File: config.mk
export PLATFORM = sky130hd
export DESIGN_NAME = pict_timer
export DESIGN_NICKNAME = d
export VERILOG_FILES = /design/src/core/pict_prescale.v /design/src/core/pict_xfer.v /design/src/core/pict_timer.v
export VERILOG_INCLUDE_DIRS = /design/src /design/src/core
export SDC_FILE = /design/constraint.sdc
export NUM_CORES = 1
export LEC_CHECK = 0
export BUFFER_PORTS_ARGS = -buffer_cell sky130_fd_sc_hd__buf_2
export CAP_MARGIN = 20
export CORE_ASPECT_RATIO = 2
export CORE_MARGIN = 5
export CORE_UTILIZATION = 40
export CTS_BUF_LIST = sky130_fd_sc_hd__clkbuf_4 sky130_fd_sc_hd__clkbuf_8
export DETAILED_ROUTE_END_ITERATION = 10
export PLACE_DENSITY_LB_ADDON = 0.1
export SLEW_MARGIN = 20
export SYNTH_ARGS = -nofsm -noshare
export SYNTH_HDL_FRONTEND = slang
export SYNTH_SLANG_ARGS = --single-unit
File: constraint.sdc
create_clock -name pclk -period 4.7 [get_ports pclk]
set_clock_uncertainty 0.2 [all_clocks]
set_input_delay 0.94 -clock pclk [delete_from_list [all_inputs] [get_ports pclk]]
set_output_delay 0.94 -clock pclk [all_outputs]
set_load 0.05 [all_outputs]
File: src/core/pict_defines.vh
// register map, field positions, reset values and timing counts of the pwm/carrier timer
`ifndef PICT_DEFINES_VH
`define PICT_DEFINES_VH

`define PICT_OFF_MODE      8'h00
`define PICT_OFF_PERIOD    8'h04
`define PICT_OFF_DUTY      8'h08
`define PICT_OFF_CARRIER   8'h0c
`define PICT_OFF_STATUS    8'h10

`define PICT_MODE_ENABLE   0
`define PICT_MODE_CKS_LO   1
`define PICT_MODE_CKS_HI   3
`define PICT_MODE_CARRIER  4

`define PICT_CAR_ACTIVE    0
`define PICT_CAR_STAGING   1
`define PICT_CAR_REMOTE    2

`define PICT_ST_SEL        8
`define PICT_ST_OUT        9
`define PICT_ST_STROBE     10
`define PICT_ST_PEND       11

`define PICT_RST_MODE      8'h00
`define PICT_RST_CMP       8'h00
`define PICT_RST_CARRIER   3'h0

`define PICT_CKS_DIV1      3'h0
`define PICT_CKS_DIV2      3'h1
`define PICT_CKS_DIV4      3'h2
`define PICT_CKS_DIV16     3'h3
`define PICT_CKS_DIV64     3'h4
`define PICT_CKS_DIV1024   3'h5
`define PICT_CKS_DIV4096   3'h6

`define PICT_DUTY_AGE      3'h3
`define PICT_XFER_TICKS    2'h2

`endif

File: src/core/pict_prescale.v
// count clock prescaler: one-cycle tick at the selected division of pclk
module pict_prescale (
  // clock and reset
  input  wire       pclk,
  input  wire       presetn,
  // selection and tick
  input  wire [2:0] cks,
  output reg        tick_q
);
`include "pict_defines.vh"

  reg  [11:0] div_q;
  reg  [11:0] mask;

  always @* begin
    case (cks)
      `PICT_CKS_DIV1:    mask = 12'h000;
      `PICT_CKS_DIV2:    mask = 12'h001;
      `PICT_CKS_DIV4:    mask = 12'h003;
      `PICT_CKS_DIV16:   mask = 12'h00f;
      `PICT_CKS_DIV64:   mask = 12'h03f;
      `PICT_CKS_DIV1024: mask = 12'h3ff;
      default:           mask = 12'hfff;
    endcase
  end

  always @(posedge pclk or negedge presetn) begin
    if (!presetn) begin
      div_q  <= 12'h000;
      tick_q <= 1'b0;
    end else begin
      div_q  <= div_q + 12'h001;
      tick_q <= ((div_q & mask) == mask);
    end
  end

endmodule // pict_prescale

File: src/core/pict_xfer.v
// companion event synchroniser and staging-to-active transfer timing
module pict_xfer (
  // clock and reset
  input  wire pclk,
  input  wire presetn,
  // count clock tick and companion event
  input  wire tick,
  input  wire companion_counter_event,
  // synced strobe and transfer pulse
  output reg  synced_transfer_strobe,
  output reg  xfer_q
);
`include "pict_defines.vh"

  reg       s1_q;
  reg       s2_q;
  reg [1:0] stage_q;

  always @(posedge pclk or negedge presetn) begin
    if (!presetn) begin
      s1_q                   <= 1'b0;
      s2_q                   <= 1'b0;
      synced_transfer_strobe <= 1'b0;
      stage_q                <= 2'h0;
      xfer_q                 <= 1'b0;
    end else begin
      s1_q   <= companion_counter_event;
      s2_q   <= s1_q;
      xfer_q <= 1'b0;
      if (tick) begin
        synced_transfer_strobe <= s2_q;
        if (stage_q == `PICT_XFER_TICKS) begin
          xfer_q  <= 1'b1;
          stage_q <= 2'h0;
        end else if (stage_q != 2'h0) begin
          stage_q <= stage_q + 2'h1;
        end else if (s2_q && !synced_transfer_strobe) begin
          stage_q <= 2'h1;
        end
      end
    end
  end

endmodule // pict_xfer

File: src/core/pict_timer.v
// 8-bit pwm and infrared carrier timer channel with apb register access
// Overview of operation
// - period match clears, pulses irq, output active
// - duty match makes output inactive, no clear
// - period N+1 clocks, active M+1 clocks
// - first count clock masked, output inactive
// - disabling returns irq inactive, output too unless carrier mode with remote select clear
// - duty write latched while enabled, moves at first swap after three clocks
// - third channel output only enables event counter
// - carrier low and high widths from compares
// - select and active bit choose carrier output
// - staging bit writable, active bit read-only
// - companion event synced into transfer strobe
// - staging copied second count clock after strobe
// - enable clear stops and zeroes counter
// - carrier match inverts, clears, irq, alternates
// - falling active bit keeps full high width
// - carrier period N+M+2, high M+1 clocks
//
// Decided for this implementation: the APB register port and the placing of the registers.
module pict_timer #(
  parameter CARRIER_CAPABLE = 1,
  parameter THIRD_CHANNEL   = 0
) (
  // clock and reset
  input  wire        pclk,
  input  wire        presetn,
  // apb slave
  input  wire [7:0]  paddr,
  input  wire        psel,
  input  wire        penable,
  input  wire        pwrite,
  input  wire [31:0] pwdata,
  output reg  [31:0] prdata,
  output reg         pready,
  output reg         pslverr,
  // companion event counter
  input  wire        companion_counter_event,
  // timer outputs
  output reg         timer_output,
  output reg         event_enable,
  output reg         channel_match_irq
);
`include "pict_defines.vh"

  localparam SEL_FIRST  = 1'b0;
  localparam SEL_SECOND = 1'b1;

  function addr_ok;
    input [7:0] a;
    begin
      addr_ok = (a == `PICT_OFF_MODE) || (a == `PICT_OFF_PERIOD) || (a == `PICT_OFF_DUTY) ||
                (a == `PICT_OFF_CARRIER) || (a == `PICT_OFF_STATUS);
    end
  endfunction

  // counter step shared by every mode
  function [7:0] bump;
    input [7:0] v;
    begin
      bump = v + 8'h01;
    end
  endfunction

  // compare hit against the register that the select bit points at
  function hit;
    input [7:0] c;
    input [7:0] v;
    input       s;
    input       want;
    begin
      hit = (s == want) && (c == v);
    end
  endfunction

  // pin level from mode, remote select, carrier level, gate and active bit
  function pin_level;
    input car;
    input rmc;
    input lvl;
    input gate;
    input nrz;
    begin
      if (!car) begin
        pin_level = lvl;
      end else if (rmc) begin
        pin_level = lvl && gate;
      end else begin
        pin_level = nrz;
      end
    end
  endfunction

  // software state
  reg        channel_enable_q;
  reg [2:0]  count_clock_select_q;
  reg        carrier_mode_q;
  reg [7:0]  period_compare_q;
  reg [7:0]  duty_compare_q;
  reg [7:0]  duty_latch_q;
  reg        duty_pend_q;
  reg [2:0]  duty_age_q;
  reg        remote_output_select_q;
  reg        carrier_enable_staging_q;
  reg        carrier_enable_active_q;
  // counting state
  reg [7:0]  cnt_q;
  reg        sel_q;
  reg        mask_q;
  reg        level_q;
  reg        gate_q;
  // combinational next values
  reg [7:0]  cnt_d;
  reg        sel_d;
  reg        level_d;
  reg        gate_d;
  reg        irq_d;
  reg        out_d;
  reg        nrz_d;
  reg        swap;
  reg [31:0] rdata_d;

  wire       tick;
  wire       xfer;
  wire       strobe;
  wire       wr_en;
  wire       rd_go;
  wire [7:0] target;
  wire       duty_move;
  wire       age_run;

  assign wr_en  = psel && penable && pwrite && pready && addr_ok(paddr);
  assign rd_go  = psel && penable && !pready;
  assign target = (sel_q == SEL_FIRST) ? period_compare_q : duty_compare_q;
  assign duty_move = swap && duty_pend_q && (duty_age_q == `PICT_DUTY_AGE);
  assign age_run   = tick && (duty_age_q != `PICT_DUTY_AGE);

  pict_prescale u_prescale (
    .pclk    (pclk),
    .presetn (presetn),
    .cks     (count_clock_select_q),
    .tick_q  (tick)
  );

  pict_xfer u_xfer (
    .pclk                    (pclk),
    .presetn                 (presetn),
    .tick                    (tick),
    .companion_counter_event (companion_counter_event),
    .synced_transfer_strobe  (strobe),
    .xfer_q                  (xfer)
  );

  // counter, compare selection and output level
  always @* begin
    cnt_d   = cnt_q;
    sel_d   = sel_q;
    level_d = level_q;
    irq_d   = 1'b0;
    swap    = 1'b0;
    if (!channel_enable_q) begin
      cnt_d   = 8'h00;
      sel_d   = SEL_FIRST;
      level_d = 1'b0;
    end else if (tick && !mask_q) begin
      if (carrier_mode_q) begin
        if (cnt_q == target) begin
          cnt_d   = 8'h00;
          level_d = !level_q;
          irq_d   = 1'b1;
          sel_d   = !sel_q;
          swap    = (sel_q == SEL_SECOND);
        end else begin
          cnt_d = bump(cnt_q);
        end
      end else if (hit(cnt_q, period_compare_q, sel_q, SEL_FIRST)) begin
        cnt_d   = 8'h00;
        irq_d   = 1'b1;
        level_d = 1'b1;
        sel_d   = SEL_SECOND;
      end else if (hit(cnt_q, duty_compare_q, sel_q, SEL_SECOND)) begin
        cnt_d   = bump(cnt_q);
        level_d = 1'b0;
        sel_d   = SEL_FIRST;
        swap    = 1'b1;
      end else begin
        cnt_d = bump(cnt_q);
      end
    end
  end

  // carrier gating and pin level
  always @* begin
    nrz_d  = xfer ? carrier_enable_staging_q : carrier_enable_active_q;
    gate_d = gate_q;
    if (!level_d || !carrier_mode_q) begin
      gate_d = nrz_d;
    end
    out_d = pin_level(carrier_mode_q, remote_output_select_q, level_d, gate_d, nrz_d);
  end

  // read data
  always @* begin
    rdata_d = 32'h00000000;
    case (paddr)
      `PICT_OFF_MODE: begin
        rdata_d[`PICT_MODE_ENABLE]                    = channel_enable_q;
        rdata_d[`PICT_MODE_CKS_HI:`PICT_MODE_CKS_LO] = count_clock_select_q;
        rdata_d[`PICT_MODE_CARRIER]                   = carrier_mode_q;
      end
      `PICT_OFF_PERIOD: begin
        rdata_d[7:0] = period_compare_q;
      end
      `PICT_OFF_DUTY: begin
        rdata_d[7:0] = duty_pend_q ? duty_latch_q : duty_compare_q;
      end
      `PICT_OFF_CARRIER: begin
        rdata_d[`PICT_CAR_ACTIVE]  = carrier_enable_active_q;
        rdata_d[`PICT_CAR_STAGING] = carrier_enable_staging_q;
        rdata_d[`PICT_CAR_REMOTE]  = remote_output_select_q;
      end
      `PICT_OFF_STATUS: begin
        rdata_d[7:0]           = cnt_q;
        rdata_d[`PICT_ST_SEL]    = sel_q;
        rdata_d[`PICT_ST_OUT]    = level_q;
        rdata_d[`PICT_ST_STROBE] = strobe;
        rdata_d[`PICT_ST_PEND]   = duty_pend_q;
      end
      default: begin
        rdata_d = 32'h00000000;
      end
    endcase
  end

  // apb handshake: one wait state on every access
  always @(posedge pclk or negedge presetn) begin
    if (!presetn) begin
      pready  <= 1'b0;
      prdata  <= 32'h00000000;
      pslverr <= 1'b0;
    end else begin
      pready  <= rd_go;
      pslverr <= rd_go && !addr_ok(paddr);
      if (rd_go && !pwrite) begin
        prdata <= rdata_d;
      end else begin
        prdata <= 32'h00000000;
      end
    end
  end

  // software registers
  always @(posedge pclk or negedge presetn) begin
    if (!presetn) begin
      channel_enable_q         <= 1'b0;
      count_clock_select_q     <= 3'h0;
      carrier_mode_q           <= 1'b0;
      period_compare_q         <= `PICT_RST_CMP;
      duty_compare_q           <= `PICT_RST_CMP;
      duty_latch_q             <= `PICT_RST_CMP;
      duty_pend_q              <= 1'b0;
      duty_age_q               <= 3'h0;
      remote_output_select_q   <= 1'b0;
      carrier_enable_staging_q <= 1'b0;
      carrier_enable_active_q  <= 1'b0;
    end else begin
      carrier_enable_active_q <= nrz_d;
      if (age_run) begin
        duty_age_q <= duty_age_q + 3'h1;
      end
      if (duty_move) begin
        duty_compare_q <= duty_latch_q;
        duty_pend_q    <= 1'b0;
      end
      if (wr_en) begin
        case (paddr)
          `PICT_OFF_MODE: begin
            channel_enable_q <= pwdata[`PICT_MODE_ENABLE];
            if (!channel_enable_q) begin
              count_clock_select_q <= pwdata[`PICT_MODE_CKS_HI:`PICT_MODE_CKS_LO];
              carrier_mode_q       <= pwdata[`PICT_MODE_CARRIER] && (CARRIER_CAPABLE != 0);
            end
          end
          `PICT_OFF_PERIOD: begin
            period_compare_q <= pwdata[7:0];
          end
          `PICT_OFF_DUTY: begin
            if (channel_enable_q) begin
              duty_latch_q <= pwdata[7:0];
              duty_pend_q  <= 1'b1;
              duty_age_q   <= 3'h0;
            end else begin
              duty_compare_q <= pwdata[7:0];
              duty_pend_q    <= 1'b0;
            end
          end
          `PICT_OFF_CARRIER: begin
            carrier_enable_staging_q <= pwdata[`PICT_CAR_STAGING];
            if (!channel_enable_q) begin
              remote_output_select_q <= pwdata[`PICT_CAR_REMOTE];
            end
          end
          default: begin
            channel_enable_q <= channel_enable_q;
          end
        endcase
      end
    end
  end

  // counting and outputs
  always @(posedge pclk or negedge presetn) begin
    if (!presetn) begin
      cnt_q             <= 8'h00;
      sel_q             <= SEL_FIRST;
      mask_q            <= 1'b1;
      level_q           <= 1'b0;
      gate_q            <= 1'b0;
      timer_output      <= 1'b0;
      event_enable      <= 1'b0;
      channel_match_irq <= 1'b0;
    end else begin
      cnt_q             <= cnt_d;
      sel_q             <= sel_d;
      level_q           <= level_d;
      gate_q            <= gate_d;
      channel_match_irq <= irq_d;
      if (!channel_enable_q) begin
        mask_q <= 1'b1;
      end else if (tick) begin
        mask_q <= 1'b0;
      end
      if (THIRD_CHANNEL != 0) begin
        timer_output <= 1'b0;
        event_enable <= out_d;
      end else begin
        timer_output <= out_d;
        event_enable <= 1'b0;
      end
    end
  end

endmodule // pict_timer

==> summary.md <==
| Metric | Value |
|---|---|
| Final max-slew violation count | `0` |
| Max-slew headroom | `39.6%` |
| Final std cells w/o fill | `562` |
| Root Buffer | `clkbuf_8` |
| Dpl cells | `546` |
| Die W | `83.0 µm` |
| Max Freq | `338 MHz` |
| Yosys top cell area share | `48.2%` |
| Gr ovfl total | `0` |
| CTS H-tree lvls | `3` |
| Post-Syn Instances | `392` |
| Routed vias | `2,868` |
| Hold_ws | `0.157 ns` |
| Leak | `2.26 nW` |
| Yosys reg bits | `83` |
| Share of cells above drive strength 1 | `22.6%` |
| Worst EP required | `4.74 ns` |
| Status | `finished clean` |
| Maximum clock path buffer count | `2` |
| Synth cell count leaders | `dfrtp_1 (82), nor2_1 (29), mux2_2 (27)` |
| Number of diodes | `0` |
| TritonCTS buffer count | `9` |
| Worst-path clk slew | `0.08 ns` |
| Synthesized cell area | `4260 µm²` |
| Worst vdd ir | `0.000201 V` |
| Core Footprint | `10,500 µm²` |
| Setup TNS | `0 ns` |
| Wire length of the first global-routing pass | `15.9 mm` |
| DRT Pass-1 Iters | `6` |
| Largest net degree at the start of global routing | `84` |
| Final setup fails | `0` |
| Row count | `53` |
| Yosys warning count | `0` |
| CP Capture Type | `flop` |
| CP Launch Type | `input pin` |
| Die area | `12,900 µm²` |
| Seq/Total Area, Yosys | `48.8%` |
| Vias in the first global route | `3,009` |
| Syn avg cell area | `10.9 µm²` |
| P per Cell Area | `335 nW/µm²` |
| EDFF count, synth | `0` |
| Mean number of vias per cell | `5.10` |
| Placed wire-length estimate | `7.15 mm` |
| Routed WL | `9.65 mm` |
| Yosys top cell by area | `dfrtp_1` |
| Io pins | `83` |
| GRT Overall Usage | `15.7%` |
| Starting Density | `40.7%` |
| Worst hold path class | `reg2reg` |
| Total power | `1.58 mW` |
| Async set-reset flop share out of synthesis | `100%` |
| Hold-fix buffers, CTS | `0` |
| Final nets | `473` |
| DR DRC count | `0` |
| Main flop type after synthesis | `dfrtp_1` |
| Final worst path period need | `2.96 ns` |
| Count leader, synth | `dfrtp_1` |
| Worst skew pair latency | `0.36 ns` |
| Initial drt markers | `115` |
| Top post-synthesis cells by area | `dfrtp_1 (48%), mux2_2 (7.1%), xnor2_1 (4.7%)` |
| Max_cap viols | `0` |
| Setup Crit Path Kind | `in2reg` |
| I/O Buffers | `37` |
| Final Hold Fails | `0` |
| Initial antenna violation count | `0` |
| Period utilization | `62.9%` |
| Worst slew pin tran | `0.898 ns` |
| RSZ-0062 raised after global routing | `false` |
| RePlAce Congestion | `0.794` |
| PostCTS Resize Cnt | `0` |
| CP max FO | `4` |
| Post-DR wirelength/cell | `17.2 µm` |
| CP arrival | `3.00 ns` |
| Post-CTS Setup Inserts | `0` |
| Die Ht | `156 µm` |
| Synth cell types | `57` |
| Final ANT Viol Nets | `0` |
| Num Clock Sinks | `83` |
| CTS tree | `yes` |
| Layout area overhead | `10.8%` |
-- report_power, final --
part / switching, mW / leakage, nW / internal, mW
Clock: 0.254 / 0.140 / 0.442
Sequential: 0.0118 / 1.08 / 0.734
Combinational: 0.0992 / 1.04 / 0.0399
Total: 0.365 / 2.26 / 1.22
-- cell type report --
cell class                 count  area [µm²]
fill                        1051        5750
sequential                    83        2080
multi-input combinational    277        1960
timing repair buffer          37         191
tap                          137         171
clock buffer                  12         159
clock inverter                 4         120
inverter                      12        45.0
-- cell usage in the layout (no fill, tap or decap), types with 5 or more instances in the layout --
cell type  Yosys  layout
a21oi_1       16      16
nor2b_1        5       5
buf_2          1      36
inv_1         12      12
clkbuf_8       0      11
nand2_1       22      22
and3_1         9       9
mux2_4         6       6
nor3_1         5       5
dfrtp_1       82      82
o21ai_0       12      12
mux2i_1       13      13
nor2_1        29      29
conb_1         1      21
xnor2_1       23      23
mux2_2        27      27
nand4_1        7       7
nand3_1       15      15
ha_1           7       7
a22oi_1        6       6
-- layer usage --
metal  vias up  GRT usage [%]  share of wire, %  routed length, µm
li1       1393              -                 -                  -
met3        19           3.22               4.0                384
met1      1386           16.8                39               3800
met2        70           28.6                53               5130
met5         -              0                 0                  0
met4         0           8.34               3.4                328
-- sequential cells by signal, summed over array words and instances, names as in the netlist, 2 cells and up --
signal,cells
duty_latch_q,8
u_xfer.stage_q,2
period_compare_q,8
u_prescale.div_q,12
duty_compare_q,8
count_clock_select_q,3
prdata,12
cnt_q,8
duty_age_q,3
-- worst max-delay path: stages --
cell and delay (ns):
buf_2 0.09, or4_4 0.53, or3_4 0.39, nor3_2 0.26, nand2_1 0.14, nor2_2 0.26, mux2_2 0.38
-- worst paths after layout --
check / depth (start not counted) / slack (ns) / from / endpoint
max in group asynchronous: 1 / 3.31 / presetn / u_xfer.s1_q$_DFF_PN0_
worst max-delay path: 7 / 1.74 / paddr[1] / count_clock_select_q[2]$_DFFE_PN0P_
worst min register to register: 0 / 0.16 / u_xfer.s1_q$_DFF_PN0_ / u_xfer.s2_q$_DFF_PN0_
worst max register to register: 6 / 1.90 / cnt_q[1]$_DFFE_PN0P_ / cnt_q[6]$_DFFE_PN0P_
min in group asynchronous: 1 / 0.38 / presetn / timer_output$_DFF_PN0_
worst min-delay path: 0 / 0.16 / u_xfer.s1_q$_DFF_PN0_ / u_xfer.s2_q$_DFF_PN0_
-- stage by stage --
| stage | util (%) | setup WS, ns | cell area [µm²] |
|---|---|---|---|
| after floorplan | - | 1.63 | 4340 |
| after global placement | 42.4 | 1.36 | 4440 |
| after detailed placement | 42.4 | 1.37 | 4440 |
| after CTS | 45.0 | 1.74 | 4720 |
| after global routing | 45.1 | 1.65 | 4720 |
| final | 45.1 | 1.74 | 4720 |
-- logic make-up (layout without fill, tap and decap cells) --
family | Yosys count | count (layout) | synth area share (%)
adder cells (fa/ha/maj) | 7 | 7 | 2.06
AND/OR/NAND/NOR | 115 | 115 | 14.6
XOR/XNOR | 27 | 27 | 5.55
other | 1 | 21 | 0.0880
AO/OA/AOI/OAI | 61 | 61 | 9.57
flip-flops | 83 | 83 | 48.8
multiplexers | 46 | 46 | 12.3
buffers and inverters | 52 | 65 | 7.05
Note: power is estimated with default switching activity, not from simulation.
